## src/engine_protection_pkg.sv

```systemverilog
// Constants shared by the engine protection monitor: timing, register map,
// field positions, reset values and anomaly-mask bit layout.
// Assumes a single 40 MHz clock domain.
package engine_protection_pkg;

  // Clock rate and the millisecond tick that all protection timers count.
  localparam int CLOCK_HZ = 40000000;
  localparam int TICK_TIME_US = 1000;
  localparam int TICK_CYCLES = CLOCK_HZ / 1000000 * TICK_TIME_US;
  localparam int MS_PER_S = 1000;
  // Alive-message timeout for the message-driven engine family, in ms.
  localparam logic [15:0] ALIVE_TIMEOUT_MS = 16'h03e8;

  // Engine type codes that use the alive network-management message.
  localparam logic [7:0] ALIVE_TYPE_MIN = 8'h8c;
  localparam logic [7:0] ALIVE_TYPE_MAX = 8'h93;

  // Rated engine speeds in rpm for the two frequency ratings.
  localparam logic [15:0] RATED_RPM_50HZ = 16'h05dc;
  localparam logic [15:0] RATED_RPM_60HZ = 16'h0708;

  // Register byte offsets.
  localparam logic [7:0] CTRL_OFS = 8'h00;
  localparam logic [7:0] ENGTYPE_OFS = 8'h04;
  localparam logic [7:0] COOLTHR_OFS = 8'h08;
  localparam logic [7:0] COOLDLY_OFS = 8'h0c;
  localparam logic [7:0] PUMPMAX_OFS = 8'h10;
  localparam logic [7:0] REGCOMM_OFS = 8'h14;
  localparam logic [7:0] ENGCOMM_OFS = 8'h18;
  localparam logic [7:0] SPDTHR_OFS = 8'h1c;
  localparam logic [7:0] SPDDLY_OFS = 8'h20;
  localparam logic [7:0] ANOMASK_OFS = 8'h24;
  localparam logic [7:0] STATUS_OFS = 8'h28;
  localparam logic [7:0] INTMASK_OFS = 8'h2c;
  localparam logic [7:0] LIVE_OFS = 8'h30;

  // Control register fields.
  localparam int CTRL_PUMP_ASSIGNED = 0;
  localparam int CTRL_REG_PRESENT = 1;
  localparam int CTRL_RATED_60HZ = 2;
  // Communication registers: timeout in seconds low byte, action above it.
  localparam int ACTION_LSB = 8;

  // Status, mask and live-state bit positions.
  localparam int ST_LOW_COOL = 0;
  localparam int ST_PUMP_FAIL = 1;
  localparam int ST_REG_FAIL = 2;
  localparam int ST_ENG_FAIL = 3;
  localparam int ST_MIN_SPEED = 4;
  localparam int ST_CAN_WARN = 5;
  localparam int ST_CAN_ALARM = 6;
  localparam int ST_WIDTH = 7;

  // Anomaly-mask layout for engine-reported conditions.
  localparam logic [15:0] CAN_WARN_BITS = 16'h0a51;
  localparam logic [15:0] CAN_ALARM_BITS = 16'h04a2;
  localparam int RED_LAMP_BIT = 15;
  localparam int RED_AS_WARN_BIT = 13;

  // Reset values.
  localparam logic [31:0] CFG_RESET = 32'h0000_0000;

  // Failure actions.
  typedef enum logic [1:0] {ACT_WARN, ACT_UNLOAD, ACT_DEACT, ACT_ALARM} action_e;

endpackage

```

## src/engine_protection_monitor.sv

```systemverilog
// Protection monitor: coolant, exhaust-fluid pump, link timeouts, minimum
// speed and engine-reported conditions, with a register port and interrupt.
// Assumes all inputs synchronous to clock and strobes one cycle long.
//
// Overview of operation
// - Coolant check armed only with analogue or CAN temperature measurement.
// - Warn when coolant stays below threshold for delay, engine stopped too.
// - Pump check armed only with pump output assigned and non-zero time.
// - Warn when pump output stays on for the maximum activation time.
// - On pump warning switch pump off; restart it once acknowledged.
// - Regulator failure when no regulator message for timeout; zero disables.
// - Regulator failure action: warning, unload, deactivation or alarm.
// - Types 140 to 147 need periodic alive message; missing means failure.
// - Other non-zero types fail when no engine message for silent time.
// - Engine failure action selectable; armed only for non-zero type.
// - Speed alarm armed with speed, fuel on, once in tolerance, not start/stop.
// - Speed alarm when speed stays below threshold for delay; zero disables.
// - Speed threshold is percent of 1500 rpm or 1800 rpm rating.
// - Engine-reported conditions armed only with non-zero engine type.
// - Mask bits 0,4,6,9,11 suppress matching engine-reported warnings.
// - Mask bits 1,5,7,10 suppress matching engine-reported alarms.
// - Mask bit 13 turns the red-lamp condition into a warning.
//
// Design decisions made here: the address map and strobed register access.
`timescale 1ns/1ps
module engine_protection_monitor #(
  parameter int TICK_CYCLES = engine_protection_pkg::TICK_CYCLES
) (
  input wire logic clock,
  input wire logic rst_n,
  input wire logic [7:0] addr,
  input wire logic [31:0] wdata,
  input wire logic wstrobe,
  input wire logic rstrobe,
  output logic [31:0] rdata,
  output logic irq,
  input wire logic analogTempPresent,
  input wire logic [15:0] analogTemp,
  input wire logic canTempValid,
  input wire logic [15:0] canTemp,
  input wire logic pumpRequest,
  output logic pumpDrive,
  input wire logic regMsg,
  input wire logic engMsg,
  input wire logic engAliveMsg,
  input wire logic speedValid,
  input wire logic [15:0] speedRpm,
  input wire logic fuelSolenoid,
  input wire logic startStopPhase,
  input wire logic speedInTol,
  input wire logic [15:0] canCond,
  output logic lowCoolWarn,
  output logic pumpFailWarn,
  output logic regFail,
  output logic [1:0] regAction,
  output logic engFail,
  output logic [1:0] engAction,
  output logic minSpeedAlarm,
  output logic [15:0] engWarnings,
  output logic [15:0] engAlarms
);

  // One timer step: cleared whenever the watched condition is absent, else
  // counts ticks and parks at the limit so the fire flag holds.
  function automatic logic [15:0] stepTimer(input logic [15:0] cnt, input logic run,
                                            input logic tick, input logic [15:0] limit);
    if (!run) begin
      stepTimer = 16'h0;
    end else if (tick && cnt != limit) begin
      stepTimer = cnt + 16'h1;
    end else begin
      stepTimer = cnt;
    end
  endfunction

  // Minimum speed in rpm from the rating and a percentage.
  function automatic logic [15:0] minSpeed(input logic rated60, input logic [7:0] pct);
    logic [31:0] rated;
    rated = rated60 ? {16'h0, engine_protection_pkg::RATED_RPM_60HZ}
                    : {16'h0, engine_protection_pkg::RATED_RPM_50HZ};
    minSpeed = 16'((rated * {24'h0, pct}) / 32'd100);
  endfunction

  // Marks the millisecond tick that completes one second of a prescaler.
  function automatic logic secDone(input logic [15:0] ms, input logic tick);
    secDone = tick && ms == 16'(engine_protection_pkg::MS_PER_S - 1);
  endfunction

  logic [31:0] ctrl_reg;
  logic [7:0] engType_reg;
  logic [15:0] coolThr_reg, coolDly_reg, pumpMax_reg, spdDly_reg, anoMask_reg;
  logic [9:0] regComm_reg, engComm_reg;
  logic [7:0] spdPct_reg;
  // Status width, named here because many vectors below are sized by it.
  localparam int ST_WIDTH_L = engine_protection_pkg::ST_WIDTH;
  logic [ST_WIDTH_L-1:0] status_reg, status_next, intMask_reg, events;
  logic [31:0] rdata_reg;
  logic irq_reg;
  logic [15:0] msCnt_reg, regMs_reg, engMs_reg;
  logic msTick_reg, regSec, engSec;
  logic [15:0] coolCnt_reg, pumpCnt_reg, regCnt_reg, engCnt_reg, spdCnt_reg;
  logic [15:0] coolCnt_next, pumpCnt_next, regCnt_next, engCnt_next, spdCnt_next;
  logic coolFire_reg, pumpFire_reg, regFire_reg, engFire_reg, spdFire_reg;
  logic pumpDrive_reg, inTolSeen_reg;
  logic [15:0] engWarn_reg, engAlarm_reg;
  logic [15:0] coolTemp, engLimit, spdThr;
  logic coolArmed, coolRun, pumpRun, regRun, engRun, spdArmed, spdRun, aliveType, engTick;
  logic wrHit;

  // Time base: the millisecond tick that every protection timer counts.
  always_ff @(posedge clock) begin
    if (!rst_n) begin
      msCnt_reg <= 16'h0;
      msTick_reg <= 1'b0;
    end else begin
      msTick_reg <= (msCnt_reg == 16'(TICK_CYCLES - 1));
      msCnt_reg <= (msCnt_reg == 16'(TICK_CYCLES - 1)) ? 16'h0 : msCnt_reg + 16'h1;
    end
  end

  // Each second timeout keeps its own millisecond count, restarted with its
  // condition. A shared second boundary would let a timeout fire after only a
  // moment of silence; this way silence must really last the whole time.
  always_ff @(posedge clock) begin
    if (!rst_n || !regRun) begin
      regMs_reg <= 16'h0;
    end else if (msTick_reg) begin
      regMs_reg <= regSec ? 16'h0 : regMs_reg + 16'h1;
    end
  end

  always_ff @(posedge clock) begin
    if (!rst_n || !engRun) begin
      engMs_reg <= 16'h0;
    end else if (msTick_reg) begin
      engMs_reg <= engSec ? 16'h0 : engMs_reg + 16'h1;
    end
  end

  // Arming and run conditions of each timed protection.
  always_comb begin
    coolArmed = analogTempPresent || (engType_reg != 8'h0 && canTempValid);
    coolTemp = analogTempPresent ? analogTemp : canTemp;
    coolRun = coolArmed && coolDly_reg != 16'h0 && coolTemp < coolThr_reg;
    pumpRun = ctrl_reg[engine_protection_pkg::CTRL_PUMP_ASSIGNED] && pumpMax_reg != 16'h0
              && pumpDrive_reg;
    regRun = ctrl_reg[engine_protection_pkg::CTRL_REG_PRESENT] && regComm_reg[7:0] != 8'h0
             && !regMsg;
    aliveType = engType_reg >= engine_protection_pkg::ALIVE_TYPE_MIN
                && engType_reg <= engine_protection_pkg::ALIVE_TYPE_MAX;
    engLimit = aliveType ? engine_protection_pkg::ALIVE_TIMEOUT_MS : {8'h0, engComm_reg[7:0]};
    regSec = secDone(regMs_reg, msTick_reg);
    engSec = secDone(engMs_reg, msTick_reg);
    engTick = aliveType ? msTick_reg : engSec;
    engRun = engType_reg != 8'h0 && engLimit != 16'h0
             && !(aliveType ? engAliveMsg : engMsg);
    spdArmed = speedValid && fuelSolenoid && inTolSeen_reg && !startStopPhase;
    spdThr = minSpeed(ctrl_reg[engine_protection_pkg::CTRL_RATED_60HZ], spdPct_reg);
    spdRun = spdArmed && spdDly_reg != 16'h0 && speedRpm < spdThr;
  end

  // Timer next values; a cleared condition restarts each from zero.
  always_comb begin
    coolCnt_next = stepTimer(coolCnt_reg, coolRun, msTick_reg, coolDly_reg);
    pumpCnt_next = stepTimer(pumpCnt_reg, pumpRun, msTick_reg, pumpMax_reg);
    regCnt_next = stepTimer(regCnt_reg, regRun, regSec, {8'h0, regComm_reg[7:0]});
    engCnt_next = stepTimer(engCnt_reg, engRun, engTick, engLimit);
    spdCnt_next = stepTimer(spdCnt_reg, spdRun, msTick_reg, spdDly_reg);
  end

  // Timers and fire flags; a fire flag needs a live condition and a full count.
  always_ff @(posedge clock) begin
    if (!rst_n) begin
      coolCnt_reg <= 16'h0;
      pumpCnt_reg <= 16'h0;
      regCnt_reg <= 16'h0;
      engCnt_reg <= 16'h0;
      spdCnt_reg <= 16'h0;
      coolFire_reg <= 1'b0;
      pumpFire_reg <= 1'b0;
      regFire_reg <= 1'b0;
      engFire_reg <= 1'b0;
      spdFire_reg <= 1'b0;
    end else begin
      coolCnt_reg <= coolCnt_next;
      pumpCnt_reg <= pumpCnt_next;
      regCnt_reg <= regCnt_next;
      engCnt_reg <= engCnt_next;
      spdCnt_reg <= spdCnt_next;
      coolFire_reg <= coolRun && coolCnt_next == coolDly_reg;
      pumpFire_reg <= pumpRun && pumpCnt_next == pumpMax_reg;
      regFire_reg <= regRun && regCnt_next == {8'h0, regComm_reg[7:0]};
      engFire_reg <= engRun && engCnt_next == engLimit;
      spdFire_reg <= spdRun && spdCnt_next == spdDly_reg;
    end
  end

  // The in-tolerance judgement is forgotten when the fuel command drops, so a
  // restart must reach tolerance again before the speed alarm can arm.
  always_ff @(posedge clock) begin
    if (!rst_n) begin
      inTolSeen_reg <= 1'b0;
    end else if (!fuelSolenoid) begin
      inTolSeen_reg <= 1'b0;
    end else if (speedInTol && speedValid) begin
      inTolSeen_reg <= 1'b1;
    end
  end

  // Engine-reported conditions after the anomaly mask; red lamp follows bit 13.
  always_ff @(posedge clock) begin
    if (!rst_n) begin
      engWarn_reg <= 16'h0;
      engAlarm_reg <= 16'h0;
    end else if (engType_reg == 8'h0) begin
      engWarn_reg <= 16'h0;
      engAlarm_reg <= 16'h0;
    end else begin
      engWarn_reg <= canCond & ~anoMask_reg & engine_protection_pkg::CAN_WARN_BITS;
      engAlarm_reg <= canCond & ~anoMask_reg & engine_protection_pkg::CAN_ALARM_BITS;
      engWarn_reg[engine_protection_pkg::RED_LAMP_BIT] <=
        canCond[engine_protection_pkg::RED_LAMP_BIT]
        && anoMask_reg[engine_protection_pkg::RED_AS_WARN_BIT];
      engAlarm_reg[engine_protection_pkg::RED_LAMP_BIT] <=
        canCond[engine_protection_pkg::RED_LAMP_BIT]
        && !anoMask_reg[engine_protection_pkg::RED_AS_WARN_BIT];
    end
  end

  // Sticky status: events set, writing one clears, and a set beats a clear.
  always_comb begin
    events = '0;
    events[engine_protection_pkg::ST_LOW_COOL] = coolFire_reg;
    events[engine_protection_pkg::ST_PUMP_FAIL] = pumpFire_reg;
    events[engine_protection_pkg::ST_REG_FAIL] = regFire_reg;
    events[engine_protection_pkg::ST_ENG_FAIL] = engFire_reg;
    events[engine_protection_pkg::ST_MIN_SPEED] = spdFire_reg;
    events[engine_protection_pkg::ST_CAN_WARN] = |engWarn_reg;
    events[engine_protection_pkg::ST_CAN_ALARM] = |engAlarm_reg;
    wrHit = wstrobe && addr == engine_protection_pkg::STATUS_OFS;
    status_next = (status_reg & ~(wrHit ? wdata[ST_WIDTH_L-1:0] : '0)) | events;
  end

  always_ff @(posedge clock) begin
    if (!rst_n) begin
      status_reg <= '0;
      irq_reg <= 1'b0;
    end else begin
      status_reg <= status_next;
      irq_reg <= |(status_next & intMask_reg);
    end
  end

  // The pump stays off while its warning is unacknowledged; the request, and
  // so the chosen operating mode, is left untouched by the warning.
  always_ff @(posedge clock) begin
    if (!rst_n) begin
      pumpDrive_reg <= 1'b0;
    end else begin
      pumpDrive_reg <= pumpRequest && !status_next[engine_protection_pkg::ST_PUMP_FAIL];
    end
  end

  // Configuration writes.
  always_ff @(posedge clock) begin
    if (!rst_n) begin
      ctrl_reg <= engine_protection_pkg::CFG_RESET;
      engType_reg <= 8'h0;
      coolThr_reg <= 16'h0;
      coolDly_reg <= 16'h0;
      pumpMax_reg <= 16'h0;
      regComm_reg <= 10'h0;
      engComm_reg <= 10'h0;
      spdPct_reg <= 8'h0;
      spdDly_reg <= 16'h0;
      anoMask_reg <= 16'h0;
      intMask_reg <= '0;
    end else if (wstrobe) begin
      unique case (addr)
        engine_protection_pkg::CTRL_OFS: ctrl_reg <= {29'h0, wdata[2:0]};
        engine_protection_pkg::ENGTYPE_OFS: engType_reg <= wdata[7:0];
        engine_protection_pkg::COOLTHR_OFS: coolThr_reg <= wdata[15:0];
        engine_protection_pkg::COOLDLY_OFS: coolDly_reg <= wdata[15:0];
        engine_protection_pkg::PUMPMAX_OFS: pumpMax_reg <= wdata[15:0];
        engine_protection_pkg::REGCOMM_OFS: regComm_reg <= wdata[9:0];
        engine_protection_pkg::ENGCOMM_OFS: engComm_reg <= wdata[9:0];
        engine_protection_pkg::SPDTHR_OFS: spdPct_reg <= wdata[7:0];
        engine_protection_pkg::SPDDLY_OFS: spdDly_reg <= wdata[15:0];
        engine_protection_pkg::ANOMASK_OFS: anoMask_reg <= wdata[15:0];
        engine_protection_pkg::INTMASK_OFS: intMask_reg <= wdata[ST_WIDTH_L-1:0];
        default: ;
      endcase
    end
  end

  // Read data stand only in the cycle after the strobe; unmapped reads give zero.
  always_ff @(posedge clock) begin
    if (!rst_n || !rstrobe) begin
      rdata_reg <= 32'h0;
    end else begin
      unique case (addr)
        engine_protection_pkg::CTRL_OFS: rdata_reg <= ctrl_reg;
        engine_protection_pkg::ENGTYPE_OFS: rdata_reg <= {24'h0, engType_reg};
        engine_protection_pkg::COOLTHR_OFS: rdata_reg <= {16'h0, coolThr_reg};
        engine_protection_pkg::COOLDLY_OFS: rdata_reg <= {16'h0, coolDly_reg};
        engine_protection_pkg::PUMPMAX_OFS: rdata_reg <= {16'h0, pumpMax_reg};
        engine_protection_pkg::REGCOMM_OFS: rdata_reg <= {22'h0, regComm_reg};
        engine_protection_pkg::ENGCOMM_OFS: rdata_reg <= {22'h0, engComm_reg};
        engine_protection_pkg::SPDTHR_OFS: rdata_reg <= {24'h0, spdPct_reg};
        engine_protection_pkg::SPDDLY_OFS: rdata_reg <= {16'h0, spdDly_reg};
        engine_protection_pkg::ANOMASK_OFS: rdata_reg <= {16'h0, anoMask_reg};
        engine_protection_pkg::STATUS_OFS: rdata_reg <= {25'h0, status_reg};
        engine_protection_pkg::INTMASK_OFS: rdata_reg <= {25'h0, intMask_reg};
        engine_protection_pkg::LIVE_OFS: rdata_reg <= {25'h0, |engAlarm_reg, |engWarn_reg,
                                                     spdFire_reg, engFire_reg, regFire_reg,
                                                     pumpFire_reg, coolFire_reg};
        default: rdata_reg <= 32'h0;
      endcase
    end
  end

  // Outputs straight from flip-flops.
  assign rdata = rdata_reg;
  assign irq = irq_reg;
  assign pumpDrive = pumpDrive_reg;
  assign lowCoolWarn = coolFire_reg;
  assign pumpFailWarn = status_reg[engine_protection_pkg::ST_PUMP_FAIL];
  assign regFail = regFire_reg;
  assign regAction = regComm_reg[engine_protection_pkg::ACTION_LSB +: 2];
  assign engFail = engFire_reg;
  assign engAction = engComm_reg[engine_protection_pkg::ACTION_LSB +: 2];
  assign minSpeedAlarm = spdFire_reg;
  assign engWarnings = engWarn_reg;
  assign engAlarms = engAlarm_reg;
endmodule

```

## config.mk

```make
export PLATFORM = sky130hd
export DESIGN_NAME = engine_protection_monitor
export DESIGN_NICKNAME = d
export VERILOG_FILES = /design/src/engine_protection_pkg.sv /design/src/engine_protection_monitor.sv
export SDC_FILE = /design/constraint.sdc
export NUM_CORES = 1
export LEC_CHECK = 0
export BUFFER_PORTS_ARGS = -buffer_cell sky130_fd_sc_hd__buf_2
export CAP_MARGIN = 20
export CORE_ASPECT_RATIO = 0.7
export CORE_UTILIZATION = 40
export DETAILED_ROUTE_END_ITERATION = 7
export SLEW_MARGIN = 0
export SYNTH_ARGS = -nofsm -noshare
export SYNTH_HDL_FRONTEND = slang
export SYNTH_SLANG_ARGS = --single-unit
```

## constraint.sdc

```tcl
create_clock -name clock -period 15.6 [get_ports clock]
set_input_delay 1.56 -clock clock [delete_from_list [all_inputs] [get_ports clock]]
set_output_delay 1.56 -clock clock [all_outputs]
set_load 0.02 [all_outputs]
```

==> impl_metrics.toml, run 1 <==
[timing]
tns_ps = 0
finalSetupViolations = 0
finalClockSkew_ps = 26.95
finalCriticalPeriod_ps = 14780
max_freq_mhz = 67.68
hold_violations = 0
finalCritPeriodShare = 0.9471
drv_slew = 0
rsz0062_at_grt = "no"
setup_slack_ps = 824.5
slew_headroom = 0.2987
tightest_slew_ps = 1048

[clock_network]
hold_buffers = 0
cts_tree = "built"
cts_setup_buffers = 0
cts-root-buf = "clkbuf_16"
cts_max_path_buffers = 3
cts.clk_slew.worst_paths_ps = 70
numCtsBuffers = 30
cts_sinks = 297
clk_latency_ps = 580
htree_num_levels = 1

[outcome]
status = "complete, no violations"

[layout]
nets = 2904
final_cells = 3360
syn_to_final_growth_pct = 9.568
layout_common_cells = "352 x nand2_1, 297 x dfxtp_1, 249 x nor2_1, 214 x a21oi_1"
final_common_cell = "nand2_1"
n_antenna_cell = 0
drive_gt1_frac = 0.1069

[die]
die_area_um2 = 52150
core_um2 = 49940
dieHeight_um = 191.4
die_w_um = 272.5
initial_core_util = 0.4103
io_pins = 193
rows = 68

[detailed_routing]
viasPerCell = 5.836
routed_wl_mm = 63.70
routedWlPerCell_um = 18.96
wirelength_met1_mm = 30.55
vias = 19610
drtAntennaViolNets = 0
drc = 0
met3_wirelength_mm = 5.989
drtIter0Drc = 2104
drt_pass1_iterations = 6
top_layer = "met5"
wl_met2_mm = 25.85

[setup_path]
end_kind = "flop"
cp_data_arrival_time_ps = 15270
r2r_slack_ps = 820
cp_slowest_cell = "dfxtp_1"
cpMostUsedCell = "inv_1"
cp_max_fo = 19
slowest_delay_ps = 800
cp-start-kind = "flop"
cp.required_ps = 16090
path_class = "reg -> reg"

[global_routing]
grt_pass1_wl_mm = 99.10
grt-ovfl-total = 0
grt_pass1_vias = 18010
grt_usage = 0.2361
antenna_found_initial = 2
grt_max_degree = 81

[logic_synthesis]
synthCells = 2623
yosysWarnings = 0
synth-edff-count = 0
synthArstFlopShare = 0
synth_largest_area_cell = "dfxtp_1"
avgSynthCellArea_um2 = 7.812
ys_types = 111
seq_area_frac_synth = 0.2902
syn_area_um2 = 20490
synth_top_area_share = 0.2902
ys_ff_latch = 297
ys_top_cells_by_area = "dfxtp_1 29%, nand2_1 6.4%, xor2_1 5.3%"
ys.flop_type = "dfxtp_1"

[place]
portBuffers = 133
dp_cells = 3305
dpl.hpwl_mm = 47.74
globalplace.congestion = 0.9408
dp_slack_ps = 1020

[job]
cap_violations = 0

[power]
cellLeakagePower_nw = 8.453
powerDensity_nw_per_um2 = 70.67
peakVddDrop_v = 0.00006901

[hold_path]
hold_path_class = "reg -> reg"
synthesized netlist by cell type, types with 18 or more instances:
library cell and count:
nand2_1 352, dfxtp_1 297, nor2_1 249, a21oi_1 214
nand3_1 133, xor2_1 125, xnor2_1 122, clkbuf_1 108
inv_1 106, ha_1 82, nor3_1 73, o21ai_0 58
nor4_1 47, buf_4 43, nand4_1 43, a22oi_1 36
and3_1 35, fa_1 31, a31oi_1 25, and2_1 21
a222oi_1 18, nand2b_1 18, nor3b_1 18, o211ai_1 18
routing by layer:
layer  GRT usage  vias up
li1            -     9346
met1      0.3541     9335
met2      0.3378      837
met3     0.05125       86
met4     0.05402        4
met5           0        -
stage by stage:
step | power [W] | utilization | area (um2) | hold slack [ps]
global placement | 0.0008670 | 0.4292 | 21430 | 441.2
detailed placement | 0.0008693 | 0.4292 | 21430 | 448.3
finish | 0.001587 | 0.4495 | 22450 | 460.2
floorplan | 0.0008425 | - | 20630 | 419.1
CTS | 0.001598 | 0.4490 | 22420 | 458.1
global route | 0.001638 | 0.4495 | 22450 | 480.1
path summary, 6_finish.rpt:
kind / start / endpoint / cells past startpoint
max: ctrl_reg[2]$_SDFFE_PN0P_ / spdCnt_reg[8]$_SDFF_PN0_ / 48
max reg2reg: ctrl_reg[2]$_SDFFE_PN0P_ / spdCnt_reg[8]$_SDFF_PN0_ / 48
min reg2reg: anoMask_reg[12]$_SDFFE_PN0P_ / anoMask_reg[12]$_SDFFE_PN0P_ / 2
min: anoMask_reg[12]$_SDFFE_PN0P_ / anoMask_reg[12]$_SDFFE_PN0P_ / 2
area by class of cell:
type                    count  area, um2
fillers                  4903      27490
multi-input cells        2084      13470
flip-flops and latches    297       5946
clock buffers              41      872.1
well taps                 665      832.0
repair buffers            151      798.3
inverters                 109      411.6
clock inverters            13      117.6
cells by family (layout without fill, tap and decap cells):
| group | after synthesis | after routing | synth area share |
|---|---|---|---|
| muxes | 36 | 36 | 0.01911 |
| AOI/OAI and AO/OA | 569 | 569 | 0.1919 |
| adders and majority gates | 116 | 116 | 0.08194 |
| other | 1 | 37 | 0.0001830 |
| buffers and inverters | 278 | 314 | 0.05996 |
| xor gates and xnor gates | 249 | 249 | 0.1072 |
| DFF | 297 | 297 | 0.2902 |
| and+or+nand+nor | 1077 | 1077 | 0.2496 |
power breakdown:
group	switching (W)	internal [W]	total [W]
sequential	0.00000175	0.000759	0.000761
clock	0.000324	0.000408	0.000733
combinational	0.0000626	0.0000302	0.0000928
critical path: cells and delay by family (launching register included):
kind	cells	cell delay, ps
xor gates and xnor gates	1	220
and+or+nand+nor	11	2690
buffers and inverters	4	220
muxes	1	240
adders and majority gates	6	2450
AOI/OAI and AO/OA	25	8050
DFF	1	800
timing repair:
item / CTS / global route
gates resized for setup: 0 / 3
hold endpoints to repair: 0 / 0
setup endpoints to repair: 0 / 17
Power figures use the tool's default switching activity.
==> run 2, diff against run 1 <==
--- a/config.mk
+++ b/config.mk
@@ -9,6 +9,7 @@
 export CAP_MARGIN = 20
 export CORE_ASPECT_RATIO = 0.7
 export CORE_UTILIZATION = 40
+export CTS_BUF_LIST = sky130_fd_sc_hd__clkbuf_4
 export DETAILED_ROUTE_END_ITERATION = 7
 export SLEW_MARGIN = 0
 export SYNTH_ARGS = -nofsm -noshare
==> impl_metrics.toml, run 2 (same netlist as run 1, synthesis figures left out) <==
[outcome]
status = "finished with violations"
violations = "DRC"

[die]
die_w_um = 272.5
initial_core_util = 0.4103
rows = 68
core_um2 = 49940
dieHeight_um = 191.4
die_area_um2 = 52150
io_pins = 193

[timing]
drv_slew = 0
finalCritPeriodShare = 0.9429
finalSetupViolations = 0
tightest_slew_ps = 1068
finalClockSkew_ps = 76.20
slew_headroom = 0.2853
rsz0062_at_grt = "no"
holdWs_ps = 459.1
tns_ps = 0
finalCriticalPeriod_ps = 14710
hold_violations = 0
max_freq_mhz = 67.98

[clock_network]
cts.clk_slew.worst_paths_ps = 70
cts_sinks = 297
clk_latency_ps = 780
cts_max_path_buffers = 3
cts-root-buf = "clkbuf_4"
numCtsBuffers = 74
cts_tree = "built"
htree_num_levels = 3

[place]
dpl.hpwl_mm = 47.74
dp_cells = 3305
portBuffers = 133
globalplace.congestion = 0.9408

[detailed_routing]
routedWlPerCell_um = 18.75
vias = 19940
drtAntennaViolNets = 0
drc = 2
viasPerCell = 5.806
drtIter0Drc = 2113
routed_wl_mm = 64.40
drt_pass1_iterations = 8

[setup_path]
cp_max_fo = 19
crit_start = "ctrl_reg[2]$_SDFFE_PN0P_"
slowest_delay_ps = 780
path_class = "reg -> reg"
r2r-start = "ctrl_reg[2]$_SDFFE_PN0P_"
cp-start-kind = "flop"
cp_data_arrival_time_ps = 15340
end_kind = "flop"
cp_slowest_cell = "dfxtp_1"
cp.required_ps = 16230
cpMostUsedCell = "inv_1"

[power]
peakVddDrop_v = 0.00006807
cellLeakagePower_nw = 8.519
finalPower_w = 0.001531
powerDensity_nw_per_um2 = 68.35

[global_routing]
grt_max_degree = 81
grt_usage = 0.2400
grt_pass1_wl_mm = 99.94
antenna_found_initial = 3
grt_pass1_vias = 18400
grt-ovfl-total = 0

[layout]
final_cells = 3435
drive_gt1_frac = 0.1268
nets = 2948
final_common_cell = "nand2_1"
syn_to_final_growth_pct = 9.342
layout_common_cells = "352 x nand2_1, 297 x dfxtp_1, 249 x nor2_1, 214 x a21oi_1"
fillers = 4985

[hold_path]
hold_path_class = "reg -> reg"
hold_path.startpoint = "anoMask_reg[12]$_SDFFE_PN0P_"

[job]
cap_violations = 0
[run 2: timing repair]
item                                    in CTS  in global routing
hold buffers                                 0                  0
endpoints found under the setup margin       0                 17
buffers inserted                             0                  0
resized for setup                            0                  3
[run 2: path summary, 6_finish.rpt]
path	end	slack, ps	depth (start not counted)
min	anoMask_reg[12]$_SDFFE_PN0P_	460	2
max	spdCnt_reg[1]$_SDFF_PN0_	890	48
min reg2reg	anoMask_reg[12]$_SDFFE_PN0P_	460	2
max reg2reg	spdCnt_reg[1]$_SDFF_PN0_	890	48
[run 2: report_power, final]
group	internal, W	switching [W]
logic	0.0000302	0.0000627
registers	0.000759	0.00000175
clock network	0.000344	0.000333
total	0.00113	0.000398
[run 2: area by class of cell]
class	count	area [um2]	share of cell area
diodes	2	5.005	0.0002234
clock buffers	105	788.3	0.03518
clock inverters	22	150.1	0.006701
inverters	109	411.6	0.01837
multi-input cells	2084	13470	0.6014
flip-flops and latches	297	5946	0.2654
well taps	665	832.0	0.03714
repair buffers	151	798.3	0.03563
[run 2: worst max-delay path, delay by kind of cell (launching register included)]
family / cells / cell delay, ps
AO/OA/AOI/OAI: 25 / 8010
XOR/XNOR: 1 / 220
adder cells (fa/ha/maj): 6 / 2450
buffers and inverters: 4 / 220
flip-flops: 1 / 780
multiplexers: 1 / 240
AND/OR/NAND/NOR: 11 / 2690
[run 2: routing by layer]
metal	vias up	track usage	wire length [um]
li1	9484	-	-
met1	9467	0.3534	30550
met5	-	0	0
met3	98	0.06230	6462
met4	0	0.06763	1379
met2	895	0.3382	26010
[run 2: per-stage QoR]
stage	instance area, um2	setup WS, ps	utilization
CTS	22370	1019	0.4480
detailed placement	21430	1020	0.4292
global placement	21430	1331	0.4292
global route	22400	47.48	0.4486
floorplan	20630	3166	-
finish	22410	890.3	0.4486
==> run 3, diff against run 2 <==
--- a/config.mk
+++ b/config.mk
@@ -7,10 +7,13 @@
 export LEC_CHECK = 0
 export BUFFER_PORTS_ARGS = -buffer_cell sky130_fd_sc_hd__buf_2
 export CAP_MARGIN = 20
+export CELL_PAD_IN_SITES_DETAIL_PLACEMENT = 1
+export CELL_PAD_IN_SITES_GLOBAL_PLACEMENT = 1
 export CORE_ASPECT_RATIO = 0.7
 export CORE_UTILIZATION = 40
 export CTS_BUF_LIST = sky130_fd_sc_hd__clkbuf_4
 export DETAILED_ROUTE_END_ITERATION = 7
+export PLACE_DENSITY_LB_ADDON = 0.1
 export SLEW_MARGIN = 0
 export SYNTH_ARGS = -nofsm -noshare
 export SYNTH_HDL_FRONTEND = slang
==> impl_metrics.toml, run 3 (same netlist as run 1, synthesis figures left out) <==
[detailed_routing]
routedWlPerCell_um = 21.60
drtIter0Drc = 1854
routed_wl_mm = 74.64
drtAntennaViolNets = 0
drc = 0
viasPerCell = 5.875
drt_pass1_iterations = 8
vias = 20300

[global_routing]
grt_usage = 0.2833
grt_pass1_wl_mm = 115.9
antenna_found_initial = 3
grt_max_degree = 69
grt-ovfl-total = 0
grt_pass1_vias = 20130

[layout]
fillers = 6233
layout_common_cells = "352 x nand2_1, 297 x dfxtp_1, 247 x nor2_1, 214 x a21oi_1"
drive_gt1_frac = 0.1331
seqCellArea_um2 = 5946
syn_to_final_growth_pct = 10.16
nets = 2962
final_common_cell = "nand2_1"
multi_input_area_um2 = 13520

[clock_network]
cts.clk_slew.worst_paths_ps = 70
cts-root-buf = "clkbuf_4"
cts_sinks = 297
hold_buffers = 0
cts_max_path_buffers = 3
cts_tree = "built"
clk_latency_ps = 820
numCtsBuffers = 80
htree_num_levels = 3

[setup_path]
cp_data_arrival_time_ps = 15430
path_class = "reg -> reg"
reg2reg_to = "spdCnt_reg[6]$_SDFF_PN0_"
end_kind = "flop"
ff2ff_path_depth = 47
critPathTopFamily = "compound AO/OA/AOI/OAI gates"
slowest_delay_ps = 600
cp.required_ps = 16250
cpMostUsedCell = "inv_1"
r2r_slack_ps = 820
r2r-start = "spdPct_reg[7]$_SDFFE_PN0P_"
cp_max_fo = 16
cp_slowest_cell = "dfxtp_1"
cp_num_buf_inv = 4
cp-start-kind = "flop"

[power]
comb_power_share = 0.063
pwr-share-seq = 0.485
switching_share = 0.2733
switchingPower_w = 0.0004286
power.share.clock = 0.452
internal_power_w = 0.001139
peakVddDrop_v = 0.00005729
powerDensity_nw_per_um2 = 69.47
cellLeakagePower_nw = 8.626

[timing]
holdWs_ps = 463.4
rsz0062_at_grt = "no"
slew_headroom = 0.2771
tns_ps = 0
hold_violations = 0
max_freq_mhz = 67.66
tightest_slew_ps = 1081
finalSetupViolations = 0
finalCriticalPeriod_ps = 14780
finalCritPeriodShare = 0.9475
finalClockSkew_ps = 96.81
drv_slew = 0

[die]
dieHeight_um = 191.4
io_pins = 193
core_um2 = 49940
initial_core_util = 0.4103
die_w_um = 272.5
rows = 68
die_area_um2 = 52150

[place]
portBuffers = 133
dpl.hpwl_mm = 56.72
globalplace.congestion = 0.9296

[outcome]
status = "complete, no violations"

[job]
cap_violations = 0

[hold_path]
hold_depth = 2
hold_path.startpoint = "anoMask_reg[3]$_SDFFE_PN0P_"
hold_path_end = "anoMask_reg[3]$_SDFFE_PN0P_"
hold_path_class = "reg -> reg"
run 3: cell types whose count changed in the layout (fill, tap and decap cells not counted), moves of 3 or more:
| cell | previous run | this run |
|---|---|---|
| clkinv_1 | 13 | 18 |
| buf_4 | 17 | 25 |
| inv_2 | 6 | 3 |
| clkinv_2 | 1 | 4 |
| clkbuf_4 | 105 | 111 |
run 3: layer usage:
layer  vias up  share of wire  track usage
li1       9535              -            -
met1      9979           0.49       0.4195
met2       668           0.41       0.4091
met3       116          0.069      0.05351
met4         0          0.025      0.08557
met5         -              0            0
run 3: worst max-delay path by stage:
stage | startpoint | endpoint | slack [ps] | cells past startpoint
2_1_floorplan | spdPct_reg[7]$_SDFFE_PN0P_ | spdCnt_reg[12]$_SDFF_PN0_ | 3170 | 51
3_3_place_gp | spdPct_reg[7]$_SDFFE_PN0P_ | spdCnt_reg[15]$_SDFF_PN0_ | 1080 | 48
3_5_place_dp | spdPct_reg[7]$_SDFFE_PN0P_ | spdCnt_reg[6]$_SDFF_PN0_ | 770 | 48
4_1_cts | spdPct_reg[7]$_SDFFE_PN0P_ | spdCnt_reg[6]$_SDFF_PN0_ | 630 | 49
5_1_grt | spdPct_reg[7]$_SDFFE_PN0P_ | spdCnt_reg[8]$_SDFF_PN0_ | 30 | 48
6_report | spdPct_reg[7]$_SDFFE_PN0P_ | spdCnt_reg[6]$_SDFF_PN0_ | 820 | 47
run 3: cell type report:
class | instances | area share
Sequential cell | 297 | 0.2634
Tap cell | 665 | 0.03686
Inverter | 109 | 0.01824
Multi-Input combinational cell | 2084 | 0.5989
Antenna cell | 2 | 0.0002217
Timing Repair Buffer | 159 | 0.03830
Clock inverter | 28 | 0.007206
Clock buffer | 111 | 0.03692
run 3: power by group through the flow:
stage / Combinational (W) / Sequential [W] / Clock [W]
floorplan: 0.0000645 / 0.000778 / 0
detailed placement: 0.0000961 / 0.000778 / 0
global placement: 0.0000935 / 0.000778 / 0
CTS: 0.0000964 / 0.000761 / 0.000727
finish: 0.0000988 / 0.000761 / 0.000708
global route: 0.000107 / 0.000761 / 0.000769
run 3: worst reg2reg max path: cells and delay by family, from the launching register on:
family          cells  cell delay (ps)
compound gates     21             6000
simple gates       10             3230
fa+ha+maj           7             2850
mux                 3             1240
flops               1              600
xor+xnor            2              510
buf+inv             4              210
run 3: per-stage QoR:
step | utilization | total power, W | setup WS, ps | instances | cell area, um2
after floorplan | - | 0.0008425 | 3166 | 2659 | 20630
after global placement | 0.4301 | 0.0008718 | 1077 | 3311 | 21480
after detailed placement | 0.4301 | 0.0008745 | 767.0 | 3311 | 21480
after CTS | 0.4501 | 0.001584 | 633.1 | 3450 | 22480
after global routing | 0.4519 | 0.001637 | 26.12 | 3454 | 22570
final | 0.4520 | 0.001568 | 819.5 | 3455 | 22570
run 3: timing repair:
action	CTS	global route
buffers inserted	0	1
resized for setup	0	9
endpoints found under the setup margin	0	17
